`config.mk`:
```
export PLATFORM = sky130hd
export DESIGN_NAME = fpr_reduce
export DESIGN_NICKNAME = d
export VERILOG_FILES = /design/src/fpr_pkg.sv /design/src/fpr_reduce.sv
export SDC_FILE = /design/constraint.sdc
export NUM_CORES = 1
export LEC_CHECK = 0
export ABC_AREA = 1
export BUFFER_PORTS_ARGS = -buffer_cell sky130_fd_sc_hd__buf_2
export CAP_MARGIN = 20
export CORE_ASPECT_RATIO = 0.9
export CORE_MARGIN = 8
export CORE_UTILIZATION = 24
export CTS_CLUSTER_SIZE = 25
export DETAILED_ROUTE_END_ITERATION = 7
export PLACE_DENSITY_LB_ADDON = 0.15
export SETUP_SLACK_MARGIN = 0.15
export SYNTH_ARGS = -nofsm -noshare
export SYNTH_HDL_FRONTEND = slang
export SYNTH_SLANG_ARGS = --single-unit
```
`constraint.sdc`:
```
create_clock -name sys_clk_i -period 2.5 [get_ports sys_clk_i]
set_input_delay 0.125 -clock sys_clk_i [delete_from_list [all_inputs] [get_ports sys_clk_i]]
set_output_delay 0.125 -clock sys_clk_i [all_outputs]
set_load 0.02 [all_outputs]
```
`src/fpr_pkg.sv`:
```
// Constants and types shared by the precision-reduce datapath slice.
package fpr_pkg;
    // Instruction word field positions.
    localparam int MAJOR_HI = 31;
    localparam int MAJOR_LO = 26;
    localparam int SECOND_HI = 25;
    localparam int SECOND_LO = 21;
    localparam int FIRST_HI = 20;
    localparam int FIRST_LO = 16;
    localparam int DEST_HI = 15;
    localparam int DEST_LO = 11;
    localparam int ZERO_BIT = 10;
    localparam int MINOR_HI = 9;
    localparam int MINOR_LO = 0;

    // Opcode values.
    localparam logic [5:0] MAJOR_GROUP = 6'h00;
    localparam logic [9:0] MINOR_TRUNC_WH = 10'h0ed;
    localparam logic [9:0] MINOR_TRUNC_HB = 10'h0ad;
    localparam logic [9:0] MINOR_CLAMP_HB = 10'h16d;
    localparam logic [9:0] MINOR_ROUND_WH = 10'h12d;

    // Arithmetic constants.
    localparam int FLAG_BIT = 22;
    localparam logic [14:0] CLAMP_LIMIT = 15'h7f80;
    localparam logic [7:0] BYTE_MAX = 8'hff;
    localparam logic [7:0] BYTE_MIN = 8'h00;
    localparam logic [32:0] ROUND_CONST = 33'h000008000;
    localparam logic [31:0] Q31_MAX = 32'h7fffffff;
    localparam logic [31:0] FLAG_MASK = 32'h00400000;

    // Reset values of the write-back stage.
    localparam logic [31:0] WORD_RST = 32'h00000000;
    localparam logic [4:0] IDX_RST = 5'h00;

    // Operation selected by the decoder.
    typedef enum logic [2:0] {
        FPR_OP_NONE,
        FPR_OP_TRUNC_WH,
        FPR_OP_TRUNC_HB,
        FPR_OP_CLAMP_HB,
        FPR_OP_ROUND_WH
    } fpr_op_t;
endpackage

```
`src/fpr_reduce.sv`:
```
// Precision-reduce datapath slice: decode, compute, one write-back stage.
`timescale 1ns/1ps
`default_nettype none
module fpr_reduce (
    input wire logic sys_clk_i,            // Core clock, 100 MHz.
    input wire logic rst_n_i,              // Synchronous reset, active low.
    input wire logic issue_i,              // Instruction word valid this cycle.
    input wire logic [31:0] instr_i,       // Instruction word.
    input wire logic [31:0] first_src_i,   // Value of the first source register.
    input wire logic [31:0] second_src_i,  // Value of the second source register.
    input wire logic ext_present_i,        // Extension implemented.
    input wire logic ext_enable_i,         // Extension enabled by software.
    input wire logic [31:0] ctrl_i,        // Current extension control register.
    output logic wb_valid_o,               // Destination write pulse.
    output logic [4:0] dest_idx_o,         // Destination register index.
    output logic [31:0] result_o,          // Destination value.
    output logic ctrl_we_o,                // Control register write pulse.
    output logic [31:0] ctrl_wdata_o,      // Control register new value.
    output logic ri_exc_o,                 // Reserved-instruction exception pulse.
    output logic disabled_exc_o            // Extension-disabled exception pulse.
);

    ////////////////////////////////////////////////////////////////////////////
    // Functions.

    // Matches a word against one minor code of the reduction group.
    function automatic logic is_op_fn(input logic [31:0] w, input logic [9:0] minor);
        is_op_fn = (w[fpr_pkg::MAJOR_HI:fpr_pkg::MAJOR_LO] == fpr_pkg::MAJOR_GROUP) &&
                   !w[fpr_pkg::ZERO_BIT] &&
                   (w[fpr_pkg::MINOR_HI:fpr_pkg::MINOR_LO] == minor);
    endfunction

    // Clamps one signed halfword to an unsigned byte; the top bit reports a clamp.
    function automatic logic [8:0] clamp_to_byte_fn(input logic [15:0] h);
        logic [8:0] r;
        r = {1'b0, h[14:7]};
        if (h[15]) begin
            r = {1'b1, fpr_pkg::BYTE_MIN};
        end else if (h[14:0] > fpr_pkg::CLAMP_LIMIT) begin
            r = {1'b1, fpr_pkg::BYTE_MAX};
        end
        return r;
    endfunction

    // Rounds, saturates and truncates one word; the top bit reports saturation.
    function automatic logic [16:0] round_saturate_truncate_fn(input logic [31:0] w);
        logic [32:0] sum;
        logic ovf;
        sum = {w[31], w} + fpr_pkg::ROUND_CONST;
        ovf = sum[32] != sum[31];
        if (ovf) begin
            sum = {1'b0, fpr_pkg::Q31_MAX};
        end
        return {ovf, sum[31:16]};
    endfunction

    ////////////////////////////////////////////////////////////////////////////
    // Decode.

    // One-hot matches of the four operations.
    wire logic hit_trunc_wh = is_op_fn(instr_i, fpr_pkg::MINOR_TRUNC_WH);
    wire logic hit_trunc_hb = is_op_fn(instr_i, fpr_pkg::MINOR_TRUNC_HB);
    wire logic hit_clamp_hb = is_op_fn(instr_i, fpr_pkg::MINOR_CLAMP_HB);
    wire logic hit_round_wh = is_op_fn(instr_i, fpr_pkg::MINOR_ROUND_WH);
    wire logic hit_any = hit_trunc_wh | hit_trunc_hb | hit_clamp_hb | hit_round_wh;

    // The only faults are availability faults; data never raises one.
    wire logic take = issue_i & hit_any;
    wire logic ri_next = take & !ext_present_i;
    wire logic dis_next = take & ext_present_i & !ext_enable_i;
    wire logic exec = take & ext_present_i & ext_enable_i;

    ////////////////////////////////////////////////////////////////////////////
    // Datapath.

    // Plain truncations.
    wire logic [31:0] res_trunc_wh = {first_src_i[31:16], second_src_i[31:16]};
    wire logic [31:0] res_trunc_hb = {first_src_i[31:24], first_src_i[15:8],
                                      second_src_i[31:24], second_src_i[15:8]};

    // Four clamped elements, first source high to second source low.
    wire logic [63:0] halves = {first_src_i, second_src_i};
    logic [8:0] clamp_el [4];
    logic [31:0] res_clamp_hb;
    logic [3:0] clamp_hit;
    genvar gi;
    generate
        for (gi = 0; gi < 4; gi++) begin : g_clamp
            assign clamp_el[gi] = clamp_to_byte_fn(halves[16*gi +: 16]);
            assign res_clamp_hb[8*gi +: 8] = clamp_el[gi][7:0];
            assign clamp_hit[gi] = clamp_el[gi][8];
        end
    endgenerate

    // Two rounded elements.
    wire logic [16:0] round_hi = round_saturate_truncate_fn(first_src_i);
    wire logic [16:0] round_lo = round_saturate_truncate_fn(second_src_i);
    wire logic [31:0] res_round_wh = {round_hi[15:0], round_lo[15:0]};

    // Result select and flag cause; the plain truncations never raise the flag.
    wire logic [31:0] res_sel = hit_trunc_wh ? res_trunc_wh :
                                hit_trunc_hb ? res_trunc_hb :
                                hit_clamp_hb ? res_clamp_hb : res_round_wh;
    wire logic flag_next = exec & ((hit_clamp_hb & (|clamp_hit)) |
                                   (hit_round_wh & (round_hi[16] | round_lo[16])));

    ////////////////////////////////////////////////////////////////////////////
    // Write-back stage.

    // Result and control update leave in the same cycle so a later read sees the flag.
    always_ff @(posedge sys_clk_i) begin
        if (!rst_n_i) begin
            wb_valid_o <= 1'b0;
            dest_idx_o <= fpr_pkg::IDX_RST;
            result_o <= fpr_pkg::WORD_RST;
            ctrl_we_o <= 1'b0;
            ctrl_wdata_o <= fpr_pkg::WORD_RST;
            ri_exc_o <= 1'b0;
            disabled_exc_o <= 1'b0;
        end else begin
            wb_valid_o <= exec;
            dest_idx_o <= instr_i[fpr_pkg::DEST_HI:fpr_pkg::DEST_LO];
            result_o <= res_sel;
            ctrl_we_o <= flag_next;
            ctrl_wdata_o <= ctrl_i | fpr_pkg::FLAG_MASK;
            ri_exc_o <= ri_next;
            disabled_exc_o <= dis_next;
        end
    end
endmodule
`default_nettype wire
```
### Word level (Yosys, flattened, before mapping)

Cells that the tools add are included.
W data, S select, Z words.

| storage, ports and cells | value |
|---|---|
| register bits after elaboration | 73 |
| bits of input ports | 133 |
| logic and storage cells | 57 |
| output and inout port bits | 73 |

| operators by class | value |
|---|---|
| add/subtract/negate cells | 2 |
| reductions and logical operators | 10 |
| equality and inequality tests | 6 |
| bitwise operators | 13 |
| $lt $le $gt $ge | 4 |
| multiplexer cells | 14 |

Operator list:

| kind | number |
|---|---|
| $mux W32 | 5 |
| $mux W9 | 8 |
| $add A32 B17 Y33 const B | 2 |
| $gt A15 B15 Y1 const B | 4 |
| $mux W23 | 1 |
| $eq A10 B8 Y1 const B | 2 |
| $eq A10 B9 Y1 const B | 2 |
| $and A1 B1 Y1 | 8 |
| $logic_not A6 Y1 | 1 |
| $logic_and A1 B1 Y1 | 5 |
| $or A1 B1 Y1 | 5 |
| $reduce_or A4 Y1 | 1 |
| $logic_not A1 Y1 | 3 |
| $ne A1 B1 Y1 | 2 |

### Depth between registers and ports, before layout

| depth | value |
|---|---|
| depth in word-level cells | 10 |
| gate-level depth with buffers | 16 |
| gate-level depth less buffers | 15 |

### Worst setup path before layout

OpenSTA, ideal clock, no wires.

| path | value |
|---|---|
| kind | in2reg |
| start point | input port first_src_i[15] |
| end point | register result_o[21] |
| data required time | 2.368 ns |
| slack | 0.338 ns |
| path buffers | 1 |
| arrival | 2.029 ns |
| setup time | 0.132 ns |
| stages on the path | 16 |
| path through | ha_1 -> nand2_1 -> nor2_1 -> nand2_1 -> nor2_1 -> inv_1 -> nor2_1 -> xor2_1 -> ha_1 -> inv_1 -> clkbuf_1 -> nand3_1 -> nand2_1 -> nand3_1 -> nand2_1 -> a21oi_1 |

| on the way | value |
|---|---|
| word-level cells in the longest chain between the ends | 6 |
| elaborated cells between the ends (all ways) | 7 |
| classes of those cells | 1 x add/sub; 1 x eq/ne; 5 x mux |

Ends and longest elaborated chain:

| what | line | source |
|---|---|---|
| start: declaration | fpr_reduce.sv:9 | `input wire logic [31:0] first_src_i,` |
| $add A32 B17 Y33 | fpr_reduce.sv:49 | `sum = {w[31], w} + fpr_pkg::ROUND_CONST;` |
| $ne A1 B1 Y1 | fpr_reduce.sv:50 | `ovf = sum[32] != sum[31];` |
| $mux W32 | fpr_reduce.sv:51 | `if (ovf) begin` |
| $mux W32 * | fpr_reduce.sv:103 | `hit_clamp_hb ? res_clamp_hb : res_round_wh;` |
| $mux W32 * | fpr_reduce.sv:102 | `hit_trunc_hb ? res_trunc_hb :` |
| $mux W32 * | fpr_reduce.sv:101 | `wire logic [31:0] res_sel = hit_trunc_wh ? res_trunc_wh :` |
| end signal: assignment | fpr_reduce.sv:115 | `result_o <= fpr_pkg::WORD_RST;` |
| end signal: assignment | fpr_reduce.sv:123 | `result_o <= res_sel;` |
| end: declaration | fpr_reduce.sv:16 | `output logic [31:0] result_o,` |

Mark *: on every way between the ends. The rest lies on a longest branch, timed or not.
A chain may end at the register's enable or synchronous reset.

### Final worst setup path

| path | value |
|---|---|
| start point | input port first_src_i[16] |
| end point | register result_o[17] |

| on the way | value |
|---|---|
| word-level cells in the longest chain between the ends | 6 |

Ends and longest elaborated chain:

| what | line |
|---|---|
| $add A32 B17 Y33 * | fpr_reduce.sv:49 |
| $ne A1 B1 Y1 | fpr_reduce.sv:50 |
| $mux W32 * | fpr_reduce.sv:51 |
| $mux W32 * | fpr_reduce.sv:103 |
| $mux W32 * | fpr_reduce.sv:102 |
| $mux W32 * | fpr_reduce.sv:101 |

Marks and branches as above.

==> impl_results.rst <==
.. list-table::
   :header-rows: 1

   * - Metric
     - Value
   * - Type of element launching the critical path
     - primary input
   * - DR vias
     - 5056
   * - Fin Hold WS
     - 0.0413 ns
   * - Total overflow reported by the global router
     - 0
   * - Combined global-route utilization of all metal layers
     - 0.152
   * - Netlist Area Pre-Place
     - 4310 um2
   * - Core outline area
     - 17600 um2
   * - Clock transition at path regs
     - 0.07 ns
   * - Finished layout cell area
     - 6340 um2
   * - Area of the die
     - 22500 um2
   * - Cell type contributing the most total cell area after synthesis
     - dfxtp_1
   * - Power spent charging and discharging nets
     - 957 uW
   * - Number of global-route vias before repair
     - 4994
   * - Flop pwr share
     - 0.374
   * - Detailed router's first-iteration violation count
     - 278
   * - VDD IR max
     - 0.287 mV
   * - Actual transition at the worst max-transition pin
     - 0.865 ns
   * - Buffers added on ports
     - 194
   * - Mean instance size in the synthesized netlist
     - 6.19 um2
   * - Number of gates given a new drive strength after cts
     - 0
   * - Total routed wirelength
     - 17100 um
   * - Fraction of power consumed by the clock network
     - 0.424
   * - Total Neg Setup Slack
     - 0 ns
   * - Endpoints failing hold
     - 0
   * - Final Worst Setup Slack
     - 0.599 ns
   * - P_leak
     - 0.00358 uW
   * - Floorplan row count
     - 46
   * - RSZ-0062 raised after global routing
     - no
   * - Die extent in y
     - 143 um
   * - Count of antenna diodes in the layout
     - 0
   * - Number of optimization iterations in the first detailed-route pass
     - 4
   * - Worst setup slack before clock tree synthesis
     - 0.222 ns
   * - Number of antenna violations at the first check in global routing
     - 1
   * - Cells after synthesis
     - 696
   * - Dpl hpwl
     - 13400 um
   * - Combinational share of power
     - 0.202
   * - Number of violations of the max-capacitance limit
     - 0
   * - Clk buf depth
     - 2
   * - Number of buffers inserted during clock tree synthesis
     - 9
   * - Clock period minus final worst setup slack
     - 1.90 ns
   * - Ys Warns
     - 0
   * - Net count, final
     - 1077
   * - Max FO, Critical Path
     - 5
   * - X dimension of the die
     - 157 um
   * - Routed length per placed instance
     - 14.5 um
   * - Classification of the worst setup path
     - in2reg
   * - Routability Congestion
     - 0.856
   * - Fraction of layout instances using a drive strength above 1
     - 0.269
   * - Post-synth top area share
     - 0.339
   * - Top achievable clock speed
     - 0.526 GHz
   * - Data arrival, critical path
     - 2.15 ns
   * - First-pass GRT wire length
     - 26700 um
   * - Slew Limit Fails
     - 0
   * - Effective utilization at floorplan
     - 0.245
   * - Via-to-Cell Ratio
     - 4.27
   * - Area growth, synth to finish
     - 47.2%
   * - Worst hold path type
     - in2reg
   * - DRC violations left
     - 0
   * - Register bit total from synthesis
     - 73
   * - Share of the yosys chip area belonging to registers
     - 0.339
   * - Internal power of the cells
     - 2390 uW
   * - Share of total power consumed by net switching
     - 0.286
   * - Cells taking the most area after synthesis
     - dfxtp_1, nand2_1, inv_1
   * - Clock root buffer
     - clkbuf_16
   * - Top Ports
     - 206
   * - Maximum number of pins on one net before global-route repair
     - 48
   * - Number of distinct library cell variants in the gate-level netlist after synthesis
     - 37
   * - CTS sink cnt
     - 73
   * - Slew HR
     - 0.423
   * - Data required time at the worst endpoint
     - 2.74 ns
   * - Hold path cells
     - 3
   * - Setup-failing EPs final
     - 0
   * - Remaining number of nets flagged by the antenna check after routing
     - 0
   * - Synthesized Nets
     - 833
   * - Total number of H-tree levels
     - 3
   * - Area of placed instances
     - 5640 um2
   * - Category of the worst setup path capture point
     - flop
   * - CTS tree
     - yes
   * - Status
     - finished, final reports clean
   * - Total power per unit cell area
     - 528 nW/um2
   * - Final period util
     - 0.761
power by group through the flow:
stage	sequential, uW	clock (uW)	combinational [uW]
floorplan	1370	0	241
global placement	1280	0	636
detailed placement	1280	0	636
CTS	1250	1480	686
global route	1260	1530	754
finish	1250	1420	677
worst paths after layout:
| check | start | to |
|---|---|---|
| max | first_src_i[16] | result_o[17] |
| min | second_src_i[7] | result_o[0] |
synthesized netlist by cell type:
| cell type | count |
|---|---|
| nand3b_1 | 2 |
| nand3_4 | 1 |
| o21bai_1 | 1 |
| nand4_2 | 1 |
| o21ai_0 | 35 |
| inv_2 | 3 |
| a21oi_1 | 45 |
| a41oi_1 | 1 |
| nor2_2 | 3 |
| nand3_1 | 58 |
| and2_4 | 1 |
| clkbuf_1 | 10 |
| nand4_1 | 24 |
| dfxtp_1 | 73 |
| xor2_1 | 2 |
| nor2_4 | 1 |
| nor3_1 | 2 |
| nand3_2 | 2 |
| nor4_1 | 1 |
| o2111ai_1 | 1 |
| nand2_2 | 1 |
| buf_2 | 5 |
| ha_1 | 4 |
| buf_6 | 4 |
| nand4_4 | 1 |
| a31oi_1 | 1 |
| nor3b_1 | 1 |
| nor2_1 | 98 |
| o21ai_2 | 2 |
| inv_4 | 1 |
| inv_1 | 106 |
| nand2_1 | 195 |
| o211ai_1 | 3 |
| buf_4 | 2 |
| or2_2 | 1 |
| nor2_8 | 3 |
| nand2_4 | 1 |
per-stage QoR:
stage / utilization / instances / power [uW]
after detailed placement: 0.320 / 1131 / 1910
after floorplan: - / 696 / 1620
after global placement: 0.320 / 1131 / 1910
after CTS: 0.360 / 1185 / 3420
after global routing: 0.360 / 1185 / 3550
final: 0.360 / 1185 / 3350
flip-flops by register name (all words and copies together) (netlist names):
signal,count
dest_idx_o,5
ri_exc_o,1
disabled_exc_o,1
result_o,32
ctrl_wdata_o,32
wb_valid_o,1
ctrl_we_o,1
critical path: stages:
cell and delay, ns:
buf_2 0.11, ha_1 0.16, nand2_1 0.05, nor2_1 0.14, nand2_1 0.09, nor2_1 0.17, inv_1 0.08, nor2_1 0.12
xor2_1 0.16, ha_1 0.26, buf_4 0.16, a21oi_1 0.10, o21ai_0 0.09, nand2_1 0.08, nand2_1 0.06, a21oi_1 0.11
nor2_1 0.06
cells by family (layout without fill, tap and decap cells):
group	Yosys count	after routing	synth area share
simple gates	397	397	0.411
buf+inv	131	380	0.125
compound gates	89	89	0.109
flops	73	73	0.339
fa+ha+maj	4	4	0.0116
xor+xnor	2	2	0.00406
cells in the final DEF, fill, tap and decap left out, types with 2 or more instances in the layout:
cell type      instances
nor2_1                98
nand3_1               58
o211ai_1               3
nor2_8                 3
nand2_1              195
nor2_2                 3
buf_4                 21
xor2_1                 2
inv_1                106
buf_2                194
nand4_1               24
nor3_1                 2
a21oi_1               45
o21ai_2                2
dfxtp_1               73
nand3b_1               2
ha_1                   4
inv_2                  3
clkbuf_8               4
nand3_2                2
dlygate4sd3_1         38
o21ai_0               35
clkbuf_16              9
area by class of cell:
type                            count  area [um2]
Clock buffer                       13         280
Clock inverter                      3        46.3
Fill cell                        1987       11300
Inverter                          110         415
Multi-Input combinational cell    492        2310
Sequential cell                    73        1460
Tap cell                          240         300
Timing Repair Buffer              254        1530
repair_timing:
action,4_1_cts,5_1_grt
setup buffers,0,0
hold buffers,38,0
endpoints found under the hold margin,38,0
metal layers:
metal / GRT usage / up-vias / routed length, um
met5: 0 / - / 12
met4: 0.0450 / 2 / 286
met3: 0.0462 / 20 / 1140
met2: 0.236 / 160 / 7740
met1: 0.198 / 2185 / 7940
li1: - / 2689 / -
(Power assumes the default switching activity.)
